[src/core/urb_map.vh]
// register map, field positions, reset values and timing counts of the serial receiver block
// assumes: included by the design files only, 32-bit apb data, byte addresses
`ifndef URB_MAP_VH
`define URB_MAP_VH
// ==========================================================
// register offsets
`define URB_OFS_STATUS 8'h00
`define URB_OFS_DATA   8'h04
`define URB_OFS_CTRL   8'h08
`define URB_OFS_BAUD   8'h0C
// ==========================================================
// status fields
`define URB_ST_PERR  0
`define URB_ST_NOISE 1
`define URB_ST_FERR  2
`define URB_ST_OVR   3
`define URB_ST_RIDLE 4
`define URB_ST_RAVL  5
`define URB_ST_TIDLE 6
`define URB_ST_TEMP  7
// ==========================================================
// control fields
`define URB_CT_RXON  0
`define URB_CT_NINE  1
`define URB_CT_PAR   2
`define URB_CT_ODD   3
`define URB_CT_STOP2 4
`define URB_CT_BRK   5
`define URB_CT_TX8   6
`define URB_CT_RX8   7
`define URB_CT_RIRQ  8
`define URB_CT_TIRQ  9
// ==========================================================
// reset values and timing counts
`define URB_CTRL_RST 10'h000
`define URB_BAUD_RST 16'h0004
`define URB_OSR      5'h10
`define URB_SMP_A    4'h7
`define URB_SMP_B    4'h8
`define URB_SMP_C    4'h9
`define URB_BRK_BITS 4'hD
`endif

[src/core/urb_top.v]
// serial receiver with break generation, two-word receive fifo and error flags, apb slave
// assumes: one clock, serial input synchronous to sys_clk_i, apb master waits for pready
`timescale 1ns/10ps
`include "urb_map.vh"

// Function
// - status access then data write clears tx empty and tx idle flags.
// - break sends start bit then multiples of thirteen zero bits.
// - break transmission raises no transmit interrupt request.
// - break repeats while control set; after clearing, finish break, send stops.
// - nine-bit mode captures nine bits, top bit shown in ninth-bit field.
// - line sampled sixteen times per bit, shifter advances once per bit.
// - each bit decided by majority of three samples.
// - after stop sample, word moves to buffer when room exists.
// - serial data shifted in least significant bit first.
// - buffer holds two words; a third finding it full is dropped, overrun.
// - overrun sets flag, keeps buffer, overwrites shifter, requests receive interrupt.
// - enabled receiver hunts for a start bit.
// - data-available set while buffer holds a word; transfer requests interrupt.
// - available, overrun, noise clear only by status access then data read.
// - break is a framing error ending after data bits plus one stop.
// - after break or bad stop, wait for high line before hunting.
// - receiver idle low from start detection through stop sampling.
// - noise flag set with data available, word kept, no own interrupt.
// - zero at stop position sets framing flag; kept with the word, cleared when status read then data read removes it.
// - wrong received parity sets parity flag when parity enabled.
// - receiver checks a single stop bit whatever the stop setting.
module urb_top #(
    parameter BAUD_W = 16
) (
    input  wire        sys_clk_i,
    input  wire        nrst_i,
    input  wire        psel_i,
    input  wire        penable_i,
    input  wire        pwrite_i,
    input  wire [7:0]  paddr_i,
    input  wire [31:0] pwdata_i,
    output reg  [31:0] prdata_o,
    output reg         pready_o,
    output reg         pslverr_o,
    input  wire        serial_in_pin_i,
    output reg         serial_out_pin_o,
    output reg         rx_irq_o,
    output reg         tx_irq_o
);
    // receiver states
    localparam [4:0] RX_HUNT  = 5'b00001;
    localparam [4:0] RX_START = 5'b00010;
    localparam [4:0] RX_DATA  = 5'b00100;
    localparam [4:0] RX_STOP  = 5'b01000;
    localparam [4:0] RX_WAIT  = 5'b10000;
    // transmitter states
    localparam [2:0] TX_IDLE  = 3'b001;
    localparam [2:0] TX_SHIFT = 3'b010;
    localparam [2:0] TX_BRK   = 3'b100;

    reg [9:0]        serial_ctrl_one;
    reg [BAUD_W-1:0] baud_divisor;
    reg [BAUD_W-1:0] baud_cnt;
    reg              tick;
    reg              status_armed;
    reg [4:0]        rx_state;
    reg [3:0]        rx_tick;
    reg [2:0]        rx_smp;
    reg              rx_last;
    reg [8:0]        rx_shifter;
    reg [3:0]        rx_bits;
    reg              rx_noise_acc;
    reg [10:0]       fifo_mem [0:1];
    reg              wr_ptr;
    reg              rd_ptr;
    reg [1:0]        fifo_cnt;
    reg              rx_avail_flag;
    reg              overrun_flag;
    reg              noise_flag;
    reg              rx_idle_flag;
    reg              tx_empty_flag;
    reg              tx_idle_flag;
    reg [8:0]        serial_data_buffer;
    reg [2:0]        tx_state;
    reg [3:0]        tx_tick;
    reg [11:0]       tx_shift;
    reg [3:0]        tx_left;
    reg [1:0]        tx_stops;

    wire       apb_done   = psel_i & penable_i & pready_o;
    wire       data_hit   = apb_done & (paddr_i == `URB_OFS_DATA);
    wire       data_rd    = data_hit & ~pwrite_i;
    wire       data_wr    = data_hit & pwrite_i;
    wire       seq_rd     = data_rd & status_armed;
    wire       nine_bit_sel    = serial_ctrl_one[`URB_CT_NINE];
    wire       parity_on       = serial_ctrl_one[`URB_CT_PAR];
    wire       parity_odd_even = serial_ctrl_one[`URB_CT_ODD];
    wire       break_send_ctl  = serial_ctrl_one[`URB_CT_BRK];
    wire       receiver_on     = serial_ctrl_one[`URB_CT_RXON];
    wire [10:0] fifo_head = fifo_mem[rd_ptr];
    wire        rx_ninth_bit = fifo_head[8];

    // majority of three samples and disagreement as noise
    wire maj   = (rx_smp[0] & rx_smp[1]) | (rx_smp[0] & rx_smp[2]) | (rx_smp[1] & rx_smp[2]);
    wire noisy = ~(&rx_smp) & (|rx_smp);
    wire decide = tick & (rx_tick == `URB_SMP_C + 4'h1);

    // assembled word, aligned to bit 0 whatever the length
    wire [8:0] rx_word = nine_bit_sel ? rx_shifter : {1'b0, rx_shifter[8:1]};
    wire       rx_par_in = nine_bit_sel ? rx_word[8] : rx_word[7];
    wire       rx_par_ok = nine_bit_sel ? (^rx_word[7:0]) : (^rx_word[6:0]);
    wire       rx_perr = parity_on & ((rx_par_ok ^ parity_odd_even) != rx_par_in);

    wire pop      = seq_rd & (fifo_cnt != 2'h0);
    wire rx_end   = (rx_state == RX_STOP) & decide;
    wire push     = rx_end & ((fifo_cnt != 2'h2) | pop);
    wire overrun  = rx_end & (fifo_cnt == 2'h2) & ~pop;

    // transmit word with parity replacing the top data bit
    wire       tx_par = (nine_bit_sel ? (^serial_data_buffer[7:0]) : (^serial_data_buffer[6:0]))
                        ^ parity_odd_even;
    wire [8:0] tx_word = nine_bit_sel ?
                         {parity_on ? tx_par : serial_ctrl_one[`URB_CT_TX8],
                          serial_data_buffer[7:0]} :
                         {1'b1, parity_on ? tx_par : serial_data_buffer[7],
                          serial_data_buffer[6:0]};
    wire       tx_bit_end = tick & (tx_tick == 4'hF);
    wire       tx_load  = (tx_state == TX_IDLE) & ~break_send_ctl & ~tx_empty_flag;
    wire       tx_fin   = tx_bit_end & (tx_left == 4'h1);

    // ==========================================================
    // apb slave
    // one wait state, then answer; unmapped address gives pslverr
    always @(posedge sys_clk_i or negedge nrst_i) begin
        if (!nrst_i) begin
            pready_o  <= 1'b0;
            pslverr_o <= 1'b0;
            prdata_o  <= 32'h00000000;
        end else begin
            pready_o  <= psel_i & penable_i & ~pready_o;
            pslverr_o <= 1'b0;
            prdata_o  <= 32'h00000000;
            if (psel_i & penable_i & ~pready_o) begin
                if (paddr_i == `URB_OFS_STATUS) begin
                    prdata_o <= {24'h000000, tx_empty_flag, tx_idle_flag, rx_avail_flag,
                                 rx_idle_flag, overrun_flag, fifo_head[9] & rx_avail_flag,
                                 noise_flag, fifo_head[10] & rx_avail_flag};
                end else if (paddr_i == `URB_OFS_DATA) begin
                    prdata_o <= {24'h000000, fifo_head[7:0]};
                end else if (paddr_i == `URB_OFS_CTRL) begin
                    prdata_o <= {22'h000000, serial_ctrl_one[9:8], rx_ninth_bit,
                                 serial_ctrl_one[6:0]};
                end else if (paddr_i == `URB_OFS_BAUD) begin
                    prdata_o <= {{(32-BAUD_W){1'b0}}, baud_divisor};
                end else begin
                    pslverr_o <= 1'b1;
                end
            end
        end
    end

    // writable registers; a status access arms the clearing sequences
    always @(posedge sys_clk_i or negedge nrst_i) begin
        if (!nrst_i) begin
            serial_ctrl_one <= `URB_CTRL_RST;
            baud_divisor    <= `URB_BAUD_RST;
            status_armed    <= 1'b0;
        end else begin
            if (apb_done & pwrite_i & (paddr_i == `URB_OFS_CTRL))
                serial_ctrl_one <= {pwdata_i[9:8], 1'b0, pwdata_i[6:0]};
            if (apb_done & pwrite_i & (paddr_i == `URB_OFS_BAUD))
                baud_divisor <= pwdata_i[BAUD_W-1:0];
            if (apb_done & (paddr_i == `URB_OFS_STATUS))
                status_armed <= 1'b1;
            else if (data_hit)
                status_armed <= 1'b0;
        end
    end

    // ==========================================================
    // oversampling tick, sixteen per bit time
    always @(posedge sys_clk_i or negedge nrst_i) begin
        if (!nrst_i) begin
            baud_cnt <= {BAUD_W{1'b0}};
            tick     <= 1'b0;
        end else begin
            tick <= (baud_cnt == {BAUD_W{1'b0}});
            if (baud_cnt == {BAUD_W{1'b0}})
                baud_cnt <= baud_divisor;
            else
                baud_cnt <= baud_cnt - {{(BAUD_W-1){1'b0}}, 1'b1};
        end
    end

    // ==========================================================
    // receiver
    // rx_tick wraps every sixteen ticks; samples 7,8,9, vote taken at tick 10
    always @(posedge sys_clk_i or negedge nrst_i) begin
        if (!nrst_i) begin
            rx_state     <= RX_HUNT;
            rx_tick      <= 4'h0;
            rx_smp       <= 3'h7;
            rx_last      <= 1'b1;
            rx_shifter   <= 9'h000;
            rx_bits      <= 4'h0;
            rx_noise_acc <= 1'b0;
            rx_idle_flag <= 1'b1;
        end else if (!receiver_on) begin
            rx_state     <= RX_HUNT;
            rx_idle_flag <= 1'b1;
            rx_last      <= 1'b1;
        end else if (tick) begin
            rx_last <= serial_in_pin_i;
            rx_tick <= rx_tick + 4'h1;
            if ((rx_tick == `URB_SMP_A) || (rx_tick == `URB_SMP_B) || (rx_tick == `URB_SMP_C))
                rx_smp <= {serial_in_pin_i, rx_smp[2:1]};
            case (rx_state)
                RX_HUNT: begin
                    if (rx_last & ~serial_in_pin_i) begin
                        rx_state     <= RX_START;
                        rx_tick      <= 4'h1;
                        rx_idle_flag <= 1'b0;
                        rx_noise_acc <= 1'b0;
                    end
                end
                RX_START: begin
                    if (rx_tick == `URB_SMP_C + 4'h1) begin
                        if (maj) begin
                            rx_state     <= RX_HUNT;
                            rx_idle_flag <= 1'b1;
                        end else begin
                            rx_state     <= RX_DATA;
                            rx_bits      <= nine_bit_sel ? 4'h9 : 4'h8;
                            rx_noise_acc <= noisy;
                        end
                    end
                end
                RX_DATA: begin
                    if (rx_tick == `URB_SMP_C + 4'h1) begin
                        rx_shifter   <= {maj, rx_shifter[8:1]};
                        rx_noise_acc <= rx_noise_acc | noisy;
                        rx_bits      <= rx_bits - 4'h1;
                        if (rx_bits == 4'h1)
                            rx_state <= RX_STOP;
                    end
                end
                RX_STOP: begin
                    if (rx_tick == `URB_SMP_C + 4'h1) begin
                        rx_idle_flag <= 1'b1;
                        rx_state     <= maj ? RX_HUNT : RX_WAIT;
                    end
                end
                RX_WAIT: begin
                    if (serial_in_pin_i)
                        rx_state <= RX_HUNT;
                end
                default: rx_state <= RX_HUNT;
            endcase
        end
    end

    // ==========================================================
    // two-word receive fifo: {parity fault, framing, word}
    always @(posedge sys_clk_i or negedge nrst_i) begin
        if (!nrst_i) begin
            fifo_mem[0] <= 11'h000;
            fifo_mem[1] <= 11'h000;
            wr_ptr      <= 1'b0;
            rd_ptr      <= 1'b0;
            fifo_cnt    <= 2'h0;
        end else begin
            if (push) begin
                // a bad stop loads the sampled zeros of a break as they are
                fifo_mem[wr_ptr] <= {rx_perr, ~maj, rx_word};
                wr_ptr           <= ~wr_ptr;
            end
            if (pop)
                rd_ptr <= ~rd_ptr;
            fifo_cnt <= fifo_cnt + {1'b0, push} - {1'b0, pop};
        end
    end

    // receive flags; a new event wins over the clearing read
    always @(posedge sys_clk_i or negedge nrst_i) begin
        if (!nrst_i) begin
            rx_avail_flag <= 1'b0;
            overrun_flag  <= 1'b0;
            noise_flag    <= 1'b0;
            rx_irq_o      <= 1'b0;
        end else begin
            rx_avail_flag <= push | (fifo_cnt - {1'b0, pop} != 2'h0);
            if (overrun)
                overrun_flag <= 1'b1;
            else if (seq_rd)
                overrun_flag <= 1'b0;
            if (push & (rx_noise_acc | noisy))
                noise_flag <= 1'b1;
            else if (seq_rd)
                noise_flag <= 1'b0;
            rx_irq_o <= serial_ctrl_one[`URB_CT_RIRQ] & (push | overrun);
        end
    end

    // ==========================================================
    // transmitter with break generation
    always @(posedge sys_clk_i or negedge nrst_i) begin
        if (!nrst_i) begin
            tx_state           <= TX_IDLE;
            tx_tick            <= 4'h0;
            tx_shift           <= 12'hFFF;
            tx_left            <= 4'h0;
            tx_stops           <= 2'h1;
            serial_out_pin_o   <= 1'b1;
            serial_data_buffer <= 9'h000;
            tx_empty_flag      <= 1'b1;
            tx_idle_flag       <= 1'b1;
            tx_irq_o           <= 1'b0;
        end else begin
            tx_irq_o <= 1'b0;
            tx_stops <= serial_ctrl_one[`URB_CT_STOP2] ? 2'h2 : 2'h1;
            if (data_wr & status_armed & tx_empty_flag) begin
                serial_data_buffer <= {1'b0, pwdata_i[7:0]};
                tx_empty_flag      <= 1'b0;
                tx_idle_flag       <= 1'b0;
            end
            if (tick & (tx_state != TX_IDLE))
                tx_tick <= tx_tick + 4'h1;
            case (tx_state)
                TX_IDLE: begin
                    serial_out_pin_o <= 1'b1;
                    tx_tick          <= 4'h0;
                    if (break_send_ctl) begin
                        tx_state <= TX_BRK;
                        tx_shift <= 12'h000;
                        tx_left  <= `URB_BRK_BITS + 4'h1;
                        tx_idle_flag <= 1'b0;
                    end else if (tx_load) begin
                        tx_state <= TX_SHIFT;
                        tx_shift <= {2'h3, tx_word, 1'b0};
                        tx_left  <= (nine_bit_sel ? 4'hA : 4'h9) + {2'h0, tx_stops};
                        tx_empty_flag <= 1'b1;
                        tx_irq_o <= serial_ctrl_one[`URB_CT_TIRQ];
                    end
                end
                TX_SHIFT: begin
                    serial_out_pin_o <= tx_shift[0];
                    if (tx_bit_end) begin
                        tx_shift <= {1'b1, tx_shift[11:1]};
                        tx_left  <= tx_left - 4'h1;
                        if (tx_fin) begin
                            tx_state     <= TX_IDLE;
                            tx_idle_flag <= 1'b1;
                        end
                    end
                end
                TX_BRK: begin
                    serial_out_pin_o <= 1'b0;
                    if (tx_bit_end) begin
                        tx_left <= tx_left - 4'h1;
                        if (tx_fin) begin
                            if (break_send_ctl) begin
                                tx_left <= `URB_BRK_BITS;
                            end else begin
                                // stop bits only, no data, no transmit request
                                tx_state <= TX_SHIFT;
                                tx_shift <= 12'hFFF;
                                tx_left  <= {2'h0, tx_stops};
                            end
                        end
                    end
                end
                default: tx_state <= TX_IDLE;
            endcase
        end
    end
endmodule

[config.mk]
export PLATFORM = sky130hd
export DESIGN_NAME = urb_top
export DESIGN_NICKNAME = d
export VERILOG_FILES = /design/src/core/urb_top.v
export VERILOG_INCLUDE_DIRS = /design/src /design/src/core
export SDC_FILE = /design/constraint.sdc
export NUM_CORES = 1
export LEC_CHECK = 0
export BUFFER_PORTS_ARGS = -buffer_cell sky130_fd_sc_hd__buf_2
export CORE_ASPECT_RATIO = 0.6
export CORE_UTILIZATION = 54
export CTS_CLUSTER_SIZE = 8
export DETAILED_ROUTE_END_ITERATION = 10
export GPL_TIMING_DRIVEN = 0
export PLACE_DENSITY = 0.77
export REMOVE_ABC_BUFFERS = 1
export SYNTH_ARGS = -nofsm -noshare
export SYNTH_HDL_FRONTEND = slang
export SYNTH_SLANG_ARGS = --single-unit
[constraint.sdc]
create_clock -name sys_clk_i -period 2.1 [get_ports sys_clk_i]
set_input_delay 0.21 -clock sys_clk_i [delete_from_list [all_inputs] [get_ports sys_clk_i]]
set_output_delay 0.21 -clock sys_clk_i [all_outputs]
set_load 0.02 [all_outputs]
==> metrics.md <==
| Metric | Value |
|---|---|
| CP max FO | `11` |
| Number of CTS-inserted buffers | `17` |
| Tot GR Track Use | `0.2610` |
| Least-Margin Pin Slew | `0.7653 ns` |
| Power per standard cell area | `800.9 mW/mm2` |
| RSZ-0062 raised after global routing | `yes` |
| DP Wirelength | `12.73 mm` |
| F_max | `466.0 MHz` |
| CP arrival | `2.46 ns` |
| Violations in the final reports | `setup timing` |
| Area of the multi-input gates | `0.003955 mm2` |
| RD Place Congestion | `0.8392` |
| Seq/Total Area, Yosys | `0.4940` |
| H-tree levels | `4` |
| Post-Syn Area | `0.007964 mm2` |
| Setup TNS | `-0.5706 ns` |
| Initial DRT Pass Iterations | `7` |
| #FFs+latches synth | `156` |
| Max clock buf depth | `2` |
| Die Y | `96.07 um` |
| Final Hold Viols | `0` |
| Commonest non-fill, non-tap cell in the layout | `dfrtp_1` |
| Status | `complete, but fails checks` |
| CTS tree | `yes` |
| Clock skew | `0.01424 ns` |
| Post-DRT Antenna Nets | `0` |
| Pin count of the biggest net entering global routing | `105` |
| Die Width | `158.8 um` |
| Number of flops mapped to enable cells by yosys | `0` |
| Final Critical Period | `2.146 ns` |
| Synth warn | `0` |
| GR Overflow Total | `0` |
| Ys flop type | `dfrtp_1` |
| Hold Path Class | `in2reg` |
| Vias | `6008` |
| Starting Density | `0.5673` |
| Crit path kind | `reg2reg` |
| Fin nets | `889` |
| CP max-delay cell | `dfrtp_1` |
| Synthesis-to-layout area growth | `19.94%` |
| Via/cell ratio | `5.816` |
| Initial antenna violation count | `0` |
| First-pass GRT wire length | `30.22 mm` |
| Worst path depth | `9` |
| Slew Viols, Final | `0` |
| Slew Limit Headroom | `0.4898` |
| I/O Buffers | `50` |
| Synth cell types | `67` |
| Cell Chain, Critical Path | `inv_2 > ha_4 > nand3b_1 > nand4bb_4 > a21o_4 > buf_6 > nor2_4 > buf_12 > mux2_4` |
| Number of setup violations in the final report | `20` |
| # fillers | `1030` |
| IO Count | `83` |
| Hold slack | `0.005923 ns` |
| Vias in the first global route | `5796` |
| CTS Root Cell | `clkbuf_16` |
| WP buf/inv | `3` |
| Worst skew pair latency | `0.44 ns` |
| Ratio of cells with drive above 1 in the final layout | `0.3234` |
| Syn Inst Count | `743` |
| Critical path launch point type | `register` |
| Initial DRC count | `402` |
| Ys async rst share | `1.000` |
| Final cycle utilization of the critical path | `1.022` |
| Number of remaining DRC errors | `0` |
| CP top delay family | `simple AND/OR/NAND/NOR gates` |
| Average size of a mapped cell | `10.72 um2` |
| Register-to-Register Path Depth | `9` |
| Core area | `0.01404 mm2` |
| Pleak | `0.004369 uW` |
| Register area | `0.003941 mm2` |
| Most frequent cells in the layout | `128 x dfrtp_1, 76 x nor2_1, 53 x mux2_2` |
| Hold path cells | `2` |
| Crit. End Element | `register` |
| CP Data Required Time | `2.41 ns` |
| Final WL | `19.64 mm` |
| Diode count | `0` |
| Final setup margin | `-0.04605 ns` |
| # rows | `33` |
| Clk slew on worst S/H paths | `0.07 ns` |
| Peak supply drop | `0.4592 mV` |
| TritonCTS Sinks | `156` |
| CP peak stage delay | `0.39 ns` |
| Max-capacitance violation count | `0` |
| Drt wl/cell | `19.01 um` |
| Die area | `0.01525 mm2` |
worst reg2reg max path: stages (launching register included):
cell       delay (ns)
dfrtp_1          0.39
inv_2            0.10
ha_4             0.13
nand3b_1         0.16
nand4bb_4        0.30
a21o_4           0.23
buf_6            0.13
nor2_4           0.12
buf_12           0.16
mux2_4           0.31
cells in the mapped netlist (all sizes together), types with 2 or more instances:
cell type  count  area share
xor2          13       0.014
a211oi         7      0.0082
o21ai         41       0.026
dfstp         24       0.079
nor2          82       0.040
o2111ai        3      0.0033
mux2          71        0.11
clkbuf        23       0.011
dfrtp        132        0.41
a21oi         50       0.031
nand2b         6      0.0047
o41ai          2      0.0022
nor3          10      0.0063
o21a           4      0.0038
ha            14       0.022
nor4b          3      0.0033
nand3         12      0.0075
o211ai         2      0.0019
and2          11      0.0086
nor3b          8      0.0082
a22o           5      0.0055
a21o           2      0.0028
mux2i         22       0.028
a31oi          3      0.0024
a2bb2oi        2      0.0022
a22oi          2      0.0019
nor2b          9      0.0071
or2            5      0.0039
or4            4      0.0047
nand4b         2      0.0022
or3b           3      0.0033
nand2         50       0.024
xnor3          2      0.0057
and3           3      0.0024
buf           25       0.024
nor4          10      0.0079
inv           24       0.011
nand3b         3      0.0028
a221oi         2      0.0022
xnor2         23       0.025
o31ai          3      0.0028
nand4bb        2      0.0028
nand4          3      0.0024
or3            4      0.0031
power by group:
group	internal (uW)	total (uW)	switching (uW)
clock	1610	3090	1480
combinational	456	1010	558
sequential	3250	3540	287
total	5320	7650	2330
layer usage:
metal,vias up,track usage,wire length (um)
li1,2745,-,-
met1,3036,0.3590,8967
met2,201,0.4159,9142
met3,26,0.05644,1283
met4,0,0.08657,246
met5,-,0,0
state kept, by name, indices dropped and copies added (netlist names), 4 cells and up:
signal and flops:
fifo_mem 22, baud_cnt 16, baud_divisor 16, prdata_o 16, tx_shift 12, rx_shifter 9
serial_ctrl_one 9, serial_data_buffer 8, rx_state 5, rx_bits 4, rx_tick 4, tx_left 4
tx_tick 4
cells by family (layout without fill, tap and decap cells):
group | Yosys count | after routing | share of synthesized area
AO/OA/AOI/OAI | 134 | 134 | 0.1031
XOR/XNOR | 39 | 39 | 0.04823
adder cells (fa/ha/maj) | 16 | 16 | 0.02577
buffers and inverters | 72 | 155 | 0.04650
flip-flops | 156 | 156 | 0.4940
multiplexers | 93 | 93 | 0.1346
other | 1 | 16 | 0.0004709
AND/OR/NAND/NOR | 232 | 232 | 0.1474
cell type report:
cell class / instances / share of cell area
Clock inverter: 15 / 0.01795
Multi-Input combinational cell: 530 / 0.4141
Timing Repair Buffer: 99 / 0.07624
Clock buffer: 17 / 0.04454
Sequential cell: 156 / 0.4126
Inverter: 24 / 0.009431
Tap cell: 192 / 0.02515
metrics by stage:
stage	total power [uW]	setup WS, ns	util	cell area (um2)	cells
2_1_floorplan	4114	-0.5234	-	7740	710
3_3_place_gp	4343	-1.398	0.5863	8230	952
3_5_place_dp	4432	-0.7104	0.5902	8285	954
4_1_cts	7579	-0.2430	0.6559	9208	1010
5_1_grt	7934	-0.1503	0.6804	9552	1033
6_report	7650	-0.04605	0.6804	9552	1033
worst paths after layout:
path                                          from          endpoint  slack [ns]
max in group asynchronous                   nrst_i              tick        0.88
worst min-delay path                  pwdata_i[10]  baud_divisor[10]       0.006
worst min register to register  serial_ctrl_one[4]       tx_stops[1]        0.42
min in group asynchronous                   nrst_i     rx_shifter[4]        0.31
worst max register to register          rx_tick[0]      fifo_mem[10]       -0.05
worst max-delay path                    rx_tick[0]      fifo_mem[10]       -0.05
repair_timing:
item                                   in CTS  in global routing
resized for setup                          24                 32
setup buffers                              20                 22
endpoints found under the hold margin      38                  0
pin swaps                                   5                 10
setup endpoints to repair                  99                100
hold buffers                                4                  0
gates cloned                                0                  1
No activity file was read; power rests on OpenSTA's default activity.
